[config.mk]
export PLATFORM = sky130hd
export DESIGN_NAME = exec_state_unit
export DESIGN_NICKNAME = d
export VERILOG_FILES = /design/src/common/exec_state_pkg.sv /design/src/rtl/exec_state_unit.sv
export VERILOG_INCLUDE_DIRS = /design/src /design/src/common
export SDC_FILE = /design/constraint.sdc
export NUM_CORES = 1
export LEC_CHECK = 0
export ABC_AREA = 1
export BUFFER_PORTS_ARGS = -buffer_cell sky130_fd_sc_hd__buf_2
export CORE_MARGIN = 3
export CORE_UTILIZATION = 49
export CTS_CLUSTER_SIZE = 25
export DETAILED_ROUTE_END_ITERATION = 16
export PLACE_DENSITY = 0.85
export SETUP_SLACK_MARGIN = 0.1
export SYNTH_ARGS = -nofsm -noshare
export SYNTH_HDL_FRONTEND = slang
export SYNTH_SLANG_ARGS = --single-unit
[constraint.sdc]
create_clock -name mclk -period 2.2 [get_ports mclk]
set_clock_uncertainty 0.1 [all_clocks]
set_input_delay 0.11 -clock mclk [delete_from_list [all_inputs] [get_ports mclk]]
set_output_delay 0.11 -clock mclk [all_outputs]
set_load 0.02 [all_outputs]
[src/common/exec_state_params.svh]
// Purpose: Offsets, field positions, reset values and bus responses for the execution state unit
// Assumes: 32-bit AXI4-Lite register bus, byte addresses
// Notes: Definitions only
`ifndef EXEC_STATE_PARAMS_SVH
`define EXEC_STATE_PARAMS_SVH
// Register byte offsets
`define ESV_OFS_VIEW 8'h00
`define ESV_OFS_SWVIEW 8'h04
`define ESV_OFS_IRQ_STAT 8'h08
`define ESV_OFS_IRQ_MASK 8'h0c
// Field positions inside the execution status view
`define ESV_HI_MSB 26
`define ESV_HI_LSB 25
`define ESV_TBIT_POS 24
`define ESV_LO_MSB 15
`define ESV_LO_LSB 10
`define ESV_REG_LSB 12
// Reset values
`define ESV_TBIT_RST 1'b1
`define ESV_IRQ_RST 3'h0
// Interrupt status bit positions
`define ESV_EV_FAULT 0
`define ESV_EV_SUSP 1
`define ESV_EV_RESUME 2
`define ESV_EV_W 3
// Bus responses
`define ESV_RESP_OK 2'h0
`define ESV_RESP_ERR 2'h2
`endif

[src/common/exec_state_pkg.sv]
// Purpose: Types shared by the execution state unit and its users
// Assumes: Nothing beyond the params header
// Notes: Types only; constants live in exec_state_params.svh
package exec_state_pkg;
    // What the split field currently holds
    typedef enum logic [1:0] {MODE_NONE, MODE_BLOCK, MODE_XFER} mode_type;
    // Events reported by the core pipeline, one cycle each
    typedef struct packed {
        logic block_start;   // Conditional-block instruction decoded
        logic [7:0] block_bits; // Condition base and mask
        logic block_step;    // One instruction of the block retired
        logic xfer_suspend;  // Multi-register transfer interrupted
        logic [3:0] xfer_next; // Next register operand number
        logic xfer_resume;   // Interrupt service finished
        logic xfer_done;     // Transfer completed normally
        logic tbit_load;     // Branch-exchange, pop, return or vector fetch
        logic tbit_value;    // Bit 0 of the loaded address or stacked word
        logic exec_try;      // An instruction is about to execute
    } core_event_type;
    // Resume order back to the core
    typedef struct packed {
        logic valid;
        logic [3:0] first_reg;
    } resume_type;
endpackage

[src/rtl/exec_state_unit.sv]
// Purpose: Execution-state part of the program status word with an AXI4-Lite view
// Assumes: Core events synchronous to mclk, one-cycle pulses
// Notes: Rules carried by this unit are listed below
// Functional notes
// - Split field in bits 26:25 and 15:10
// - Transfer state keeps bits 26:25 zero
// - Transfer state keeps bits 11:10 zero
// - Suspend records next register in 15:12
// - Resume restarts from register in 15:12
// - Up to four conditional instructions per block
// - State bit 24, read-only, resets to one
// - Branch, pop, return or vector load bit
// - Executing with bit clear raises fault
// - Reserved 23:16 and 9:7 read zero
// - Field valid only in full view
// - Software view reads zero, writes ignored
// - Reset vector bit 0 loads state bit
`timescale 1ns/1ps
`include "exec_state_params.svh"
module exec_state_unit (
    input wire logic mclk,
    input wire logic rst_n,
    input wire exec_state_pkg::core_event_type core_ev,
    output exec_state_pkg::resume_type resume,
    output logic exec_fault,
    output logic irq,
    input wire logic [7:0] awaddr,
    input wire logic awvalid,
    output logic awready,
    input wire logic [31:0] wdata,
    input wire logic [3:0] wstrb,
    input wire logic wvalid,
    output logic wready,
    output logic [1:0] bresp,
    output logic bvalid,
    input wire logic bready,
    input wire logic [7:0] araddr,
    input wire logic arvalid,
    output logic arready,
    output logic [31:0] rdata,
    output logic [1:0] rresp,
    output logic rvalid,
    input wire logic rready
);
    // Execution state
    exec_state_pkg::mode_type mode, next_mode; // Meaning of the split field
    logic [7:0] cond, next_cond; // Block bits, or register number in 7:4
    logic tbit, next_tbit; // Instruction-set state
    exec_state_pkg::resume_type next_resume;
    logic next_fault;
    // Interrupt registers
    logic [2:0] irq_stat, next_irq_stat;
    logic [2:0] irq_mask, next_irq_mask;
    logic next_irq;
    // Bus state
    logic aw_held, next_aw_held; // Write address taken, waiting for data
    logic w_held, next_w_held; // Write data taken, waiting for address
    logic [7:0] waddr, next_waddr;
    logic [31:0] wbuf, next_wbuf;
    logic [3:0] wstb, next_wstb;
    logic next_awready, next_wready, next_bvalid, next_arready, next_rvalid;
    logic [1:0] next_bresp, next_rresp;
    logic [31:0] next_rdata;
    logic [31:0] view; // Full execution status view
    logic do_write; // Both halves of a write are in hand
    logic [2:0] w1c; // Bits cleared by this write

    // Place the split field and the state bit; everything else reads zero
    function automatic logic [31:0] pack_view(input logic [7:0] c, input logic t);
        logic [31:0] v;
        v = 32'h0000_0000; // Reserved 23:16 and 9:7 stay zero
        v[`ESV_HI_MSB:`ESV_HI_LSB] = c[1:0];
        v[`ESV_LO_MSB:`ESV_LO_LSB] = c[7:2];
        v[`ESV_TBIT_POS] = t;
        return v;
    endfunction

    // Encoding of the held state: transfer keeps low pairs zero
    always_comb begin
        view = pack_view(cond, tbit);
    end

    // Next execution state
    always_comb begin
        next_mode = mode;
        next_cond = cond;
        next_tbit = tbit;
        next_resume = '0;
        next_fault = 1'b0;
        if (core_ev.tbit_load) begin
            next_tbit = core_ev.tbit_value;
        end
        if (core_ev.exec_try && !tbit) begin
            // No instruction may run in the wrong state; the core takes the fault
            next_fault = 1'b1;
        end
        if (core_ev.xfer_suspend) begin
            // Register number in 15:12, bits 11:10 and 26:25 forced zero
            next_mode = exec_state_pkg::MODE_XFER;
            next_cond = {core_ev.xfer_next, 4'h0};
        end else if (core_ev.xfer_resume && mode == exec_state_pkg::MODE_XFER) begin
            next_resume.valid = 1'b1;
            next_resume.first_reg = cond[7:4];
        end else if (core_ev.xfer_done && mode == exec_state_pkg::MODE_XFER) begin
            next_mode = exec_state_pkg::MODE_NONE;
            next_cond = 8'h00;
        end else if (core_ev.block_start) begin
            next_mode = exec_state_pkg::MODE_BLOCK;
            next_cond = core_ev.block_bits;
        end else if (core_ev.block_step && mode == exec_state_pkg::MODE_BLOCK) begin
            // Mask shifts left once per instruction; at most four steps
            if (cond[2:0] == 3'h0) begin
                next_mode = exec_state_pkg::MODE_NONE;
                next_cond = 8'h00;
            end else begin
                next_cond = {cond[7:5], cond[3:0], 1'b0};
            end
        end
    end

    // Register execution state
    always_ff @(posedge mclk) begin
        if (!rst_n) begin
            mode <= exec_state_pkg::MODE_NONE;
            cond <= 8'h00;
            tbit <= `ESV_TBIT_RST;
            resume <= '0;
            exec_fault <= 1'b0;
        end else begin
            mode <= next_mode;
            cond <= next_cond;
            tbit <= next_tbit;
            resume <= next_resume;
            exec_fault <= next_fault;
        end
    end

    // Bus and interrupt next values
    always_comb begin
        next_aw_held = aw_held;
        next_w_held = w_held;
        next_waddr = waddr;
        next_wbuf = wbuf;
        next_wstb = wstb;
        next_bvalid = bvalid;
        next_bresp = bresp;
        next_rvalid = rvalid;
        next_rresp = rresp;
        next_rdata = rdata;
        next_irq_mask = irq_mask;
        w1c = 3'h0;
        do_write = 1'b0;
        // Address and data may come in either order
        if (awvalid && awready) begin
            next_aw_held = 1'b1;
            next_waddr = awaddr;
        end
        if (wvalid && wready) begin
            next_w_held = 1'b1;
            next_wbuf = wdata;
            next_wstb = wstrb;
        end
        if (aw_held && w_held && !bvalid) begin
            do_write = 1'b1;
            next_aw_held = 1'b0;
            next_w_held = 1'b0;
            next_bvalid = 1'b1;
            next_bresp = `ESV_RESP_OK;
            if (waddr == `ESV_OFS_IRQ_STAT) begin
                if (wstb[0]) begin
                    w1c = wbuf[2:0];
                end
            end else if (waddr == `ESV_OFS_IRQ_MASK) begin
                if (wstb[0]) begin
                    next_irq_mask = wbuf[2:0];
                end
            end else if (waddr == `ESV_OFS_VIEW || waddr == `ESV_OFS_SWVIEW) begin
                // Read-only views: the write is accepted and dropped
                next_bresp = `ESV_RESP_OK;
            end else begin
                next_bresp = `ESV_RESP_ERR;
            end
        end else if (bvalid && bready) begin
            next_bvalid = 1'b0;
        end
        // Reads answer one cycle after the address is taken
        if (arvalid && arready) begin
            next_rvalid = 1'b1;
            next_rresp = `ESV_RESP_OK;
            if (araddr == `ESV_OFS_VIEW) begin
                next_rdata = view;
            end else if (araddr == `ESV_OFS_SWVIEW) begin
                next_rdata = 32'h0000_0000;
            end else if (araddr == `ESV_OFS_IRQ_STAT) begin
                next_rdata = {29'h0000_0000, irq_stat};
            end else if (araddr == `ESV_OFS_IRQ_MASK) begin
                next_rdata = {29'h0000_0000, irq_mask};
            end else begin
                next_rdata = 32'h0000_0000;
                next_rresp = `ESV_RESP_ERR;
            end
        end else if (rvalid && rready) begin
            next_rvalid = 1'b0;
        end
        // One write and one read outstanding at most
        next_awready = !next_aw_held && !next_bvalid && !(awvalid && awready);
        next_wready = !next_w_held && !next_bvalid && !(wvalid && wready);
        next_arready = !next_rvalid && !(arvalid && arready);
        // Sticky events; a set in the clearing cycle wins
        next_irq_stat = (irq_stat & ~w1c) | {next_resume.valid,
            core_ev.xfer_suspend, next_fault};
        next_irq = |(next_irq_stat & next_irq_mask);
    end

    // Register bus and interrupt state
    always_ff @(posedge mclk) begin
        if (!rst_n) begin
            aw_held <= 1'b0;
            w_held <= 1'b0;
            waddr <= 8'h00;
            wbuf <= 32'h0000_0000;
            wstb <= 4'h0;
            awready <= 1'b0;
            wready <= 1'b0;
            bvalid <= 1'b0;
            bresp <= `ESV_RESP_OK;
            arready <= 1'b0;
            rvalid <= 1'b0;
            rresp <= `ESV_RESP_OK;
            rdata <= 32'h0000_0000;
            irq_stat <= `ESV_IRQ_RST;
            irq_mask <= `ESV_IRQ_RST;
            irq <= 1'b0;
        end else begin
            aw_held <= next_aw_held;
            w_held <= next_w_held;
            waddr <= next_waddr;
            wbuf <= next_wbuf;
            wstb <= next_wstb;
            awready <= next_awready;
            wready <= next_wready;
            bvalid <= next_bvalid;
            bresp <= next_bresp;
            arready <= next_arready;
            rvalid <= next_rvalid;
            rresp <= next_rresp;
            rdata <= next_rdata;
            irq_stat <= next_irq_stat;
            irq_mask <= next_irq_mask;
            irq <= next_irq;
        end
    end
endmodule // exec_state_unit

Yosys cells after proc, flatten, opt, wreduce, memory -nomap -nowiden
Cells that the tools add are included.
Widths: inputs -> output; s select.

storage, ports and cells
  register bits after elaboration = 79
  output and inout port bits = 48
  logic and storage cells = 121

cells by class
  eq/ne operators = 9
  multiplexer cells = 41
  bitwise gates (word level) = 6
  reduce and logical (&&, ||, !) cells = 40

operator list
  kind                number
  $mux 8              6
  $eq 8x4->1 const B  4
  $mux 3              10
  $mux 27             1
  $mux 2              13
  $eq 8x3->1 const B  2
  $logic_and 1x1->1   16
  $logic_not 8->1     2
  $mux 5              2
  $logic_not 1->1     9
  $mux 1              9
  $reduce_bool 4->1   2
  $and 3x3->3         2
  $reduce_and 3->1    2
  $reduce_bool 3->1   2
  $reduce_or 3->1     2
  $reduce_and 2->1    2
  $logic_not 3->1     1
  $not 3->3           1
  $or 3x3->3          1
  $eq 2x1->1 const B  1
  $eq 2x2->1 const B  1
  $ne 2x2->1 const B  1
  $not 1->1           2
  2 further kinds     2

Logic depth before layout (Yosys ltp)
  depth after elaboration = 8
  depth in mapped cells = 10
  mapped depth without buffers = 10

Least setup slack after synthesis
OpenSTA, ideal clock, no wires.

  path kind = reg-to-reg
  from = reg bvalid
  to = reg irq
  setup time = 0.062 ns
  arrival time = 1.141 ns
  required time = 2.038 ns
  setup slack = 0.897 ns
  cell stages (with the launch flop) = 10
  buffers on the path = 0
  period minus slack after synthesis = 1.303 ns
  path through = dfxtp_1 -> inv_1 -> nand3_1 -> nor2_1 -> nand2_1 -> nand2_1 -> nand2_1 -> inv_1 -> nand3_1 -> nand3_1

between the ends
  cells in the longest elaborated chain, start to end = 8
  elaborated cells between the ends (all ways) = 9

ends and longest elaborated chain
  element                   line                    source
  start: declaration        exec_state_unit.sv:35   output logic bvalid,
  start signal: assignment  exec_state_unit.sv:242  bvalid <= next_bvalid;
  $logic_not 1->1 *         exec_state_unit.sv:163  if (aw_held && w_held && !bvalid) begin
  $logic_and 1x1->1 *       exec_state_unit.sv:163
  $mux 3                    exec_state_unit.sv:163
  $not 3->3                 exec_state_unit.sv:210  next_irq_stat = (irq_stat & ~w1c) | {next_resume.valid,
  $and 3x3->3               exec_state_unit.sv:210
  $or 3x3->3                exec_state_unit.sv:210
  $and 3x3->3 *             exec_state_unit.sv:212  next_irq = |(next_irq_stat & next_irq_mask);
  $reduce_or 3->1 *         exec_state_unit.sv:212
  end signal: assignment    exec_state_unit.sv:250  irq <= next_irq;
  end: declaration          exec_state_unit.sv:26   output logic irq,

Mark *: on every way between the ends. The rest lies on a longest branch, timed or not.
A chain may end at the register's enable or synchronous reset.

==> summary.md <==
| Metric | Value |
|---|---|
| Status | complete, no violations |
| CORE AREA | between 0.004 and 0.005 mm² |
| CTS resizes | 0 |
| Post-synth EDFFs | 0 |
| RSZ-0062 raised after global routing | false |
| Leading area contributor after synthesis | dfxtp_1 |
| Final Critical Period | between 1 and 1.5 ns |
| CTS Buffer Depth | 2 |
| Worst Path Arrival | roughly 1.5 ns |
| Cell Pwr Density | slightly above 700 mW/mm² |
| Worst-case hold slack | around 0.0052 ns |
| Pre-antenna DRT Iters | 4 |
| Count leader, synth | nand2_1 |
| Final setup margin | 0.780 ns |
| Initial core utilization | between 50 and 60% |
| Final Setup Violations | 0 |
| GRT Total Usage | a little over a fifth |
| CTS H-tree depth | 3 |
| Yosys cell types | 23 |
| Maxcap violations | 0 |
| Critical Path Source Type | input port |
| Via Count | around 2500 |
| # DRC | 0 |
| First-pass GRT wire length | between 9 and 10 mm |
| Total global routing overflow | 0 |
| Layout cells sized above 1 | a little over a fifth |
| Clock Sink Count | 57 |
| Skew-Pair Late Insertion Delay | about 0.32 ns |
| Synth area leaders | dfxtp_1 46%, nand2_1 9.8%, nor2_1 7.7%, buf_4 6.6%, a21oi_1 6.4% |
| Chip width | a little under 80 µm |
| Synthesized instance count | approximately 350 |
| Syn Area/Cell | 7.12 µm² |
| Async set-reset flop share out of synthesis | 0% |
| Synthesized area | about 0.0025 mm² |
| Post-synthesis sequential area ratio | roughly 46% |
| Post-synth top area share | around 46% |
| Slew HR | around 62% |
| Final Hold Vio Count | 0 |
| Min-Delay Path Class | input port to flip-flop |
| Period Utilization, post-route | approximately 65% |
| CP Max Fanout | 2 |
| Critical Path RT | 2.31 ns |
| # Post-CTS Setup Buffers | 0 |
| Measured slew at the worst slew-check pin | about 0.56 ns |
| Antenna-violating nets left | 0 |
| Die Footprint | 0.00599 mm² |
| Fin nets | roughly 530 |
| Crit. End Element | flip-flop |
| TritonCTS Buffers | 9 |
| Initial antenna violation count | 0 |
| Via density | approximately 4.7 |
| Vias in the first global route | ~2400 |
| CTS tree | built |
| Number of I/O port buffers | approximately 70 |
| CTS Root Buffer Type | clkbuf_8 |
| Row Count | 25 |
| Worst-path clk slew | around 0.060 ns |
| # diodes | 0 |
| Synth Flop Type | dfxtp_1 |
| Largest net degree at the start of global routing | 29 |
| DR iter-0 viols | 118 |
| Pre-CTS WS | 0.789 ns |
| Leak | between 1.5 and 2 nW |
| Detail Placement HPWL | 4.22 mm |
| Total negative slack | 0 ns |
| Synth Warn # | 0 |
| Slew Viols, Final | 0 |
| Routed WL | ~6.0 mm |
| Pwr Total | between 2 and 2.5 mW |
| Kind of critical path | input port to flip-flop |
| Yosys reg bits | 57 |
| Fmax | 704 MHz |
| Peak supply drop | ~0.00054 V |
| Avg WL per Cell | 11.6 µm |
| P&R area growth vs syn | 28.4% |
| Top cells by instance count after synthesis | 65 x nand2_1, 57 x dfxtp_1, 51 x nor2_1 |
| Die H | 77.4 µm |
| Gpl congestion | approximately 0.87 |
| I/O pin total | around 130 |
power breakdown:
part | switching [mW] | internal [mW] | total [mW]
logic | 0.206 | 0.119 | 0.325
registers | 0.0338 | 1.09 | 1.12
clock network | 0.387 | 0.465 | 0.852
total | 0.627 | 1.67 | 2.30
final cells by class:
type | count | area, µm²
inverters | 46 | 173
clock inverters | 3 | 15.0
fillers | 429 | 1610
well taps | 67 | 83.8
clock buffers | 13 | 159
repair buffers | 93 | 566
multi-input cells | 240 | 1070
flip-flops and latches | 57 | 1140
sequential cells by signal, summed over array words and instances, names as in the netlist, 2 cells and up:
register  count
mode          2
rdata        12
irq_mask      3
irq_stat      3
wbuf          3
waddr         8
resume        5
cond          8
layer usage:
metal	global-route usage, %	routed length, µm	up-vias
met5	0	0	-
met2	35.7	2990	82
met4	12.3	148	0
met3	4.64	369	14
met1	23.7	2500	1106
li1	-	-	1263
critical path, cell delays in order:
cell           delay (ns)
dlygate4sd3_1        0.53
buf_2                0.13
a21oi_1              0.12
o21ai_0              0.09
dlygate4sd3_1        0.55
cell usage in the layout, fill, tap and decap left out, drive strengths merged:
cell | synthesis | layout
nor2 | 51 | 51
nand4 | 2 | 2
a22oi | 1 | 1
buf | 24 | 74
nand2 | 67 | 67
inv | 44 | 44
nand3b | 1 | 1
dfxtp | 57 | 57
dlygate4sd3 | 0 | 19
clkinv | 2 | 5
nor4 | 2 | 2
a21oi | 32 | 32
nor3 | 7 | 7
nand3 | 26 | 26
conb | 1 | 22
o21ai | 29 | 29
clkbuf | 5 | 13
metrics by stage:
stage | cell area, µm² | cells | utilization, %
after detailed placement | 2840 | 484 | 59.0
after CTS | 3210 | 519 | 66.5
after global placement | 2840 | 484 | 59.0
after global routing | 3210 | 519 | 66.5
after floorplan | 2580 | 372 | -
final | 3210 | 519 | 66.5
final timing paths:
kind              cells after the start  slack (ns)         to        from
hold / removal                        4       0.005     rvalid      rready
hold reg to reg                       2        0.36  resume[1]     cond[5]
setup / recovery                      5        0.78       tbit  core_ev[2]
setup reg to reg                      9        0.79        irq    waddr[0]
cells by family (layout without fill, tap and decap cells):
logic type,count (synthesis),in the layout,synth area share [%]
other,1,22,0.150
flip-flops,57,57,45.7
AND/OR/NAND/NOR,156,156,27.0
buffers and inverters,75,155,14.7
AO/OA/AOI/OAI,62,62,12.5
timing repair:
item	CTS	global route
endpoints found under the setup margin	0	0
endpoints found under the hold margin	17	0
hold buffers	19	0
No activity file was read; power rests on OpenSTA's default activity.
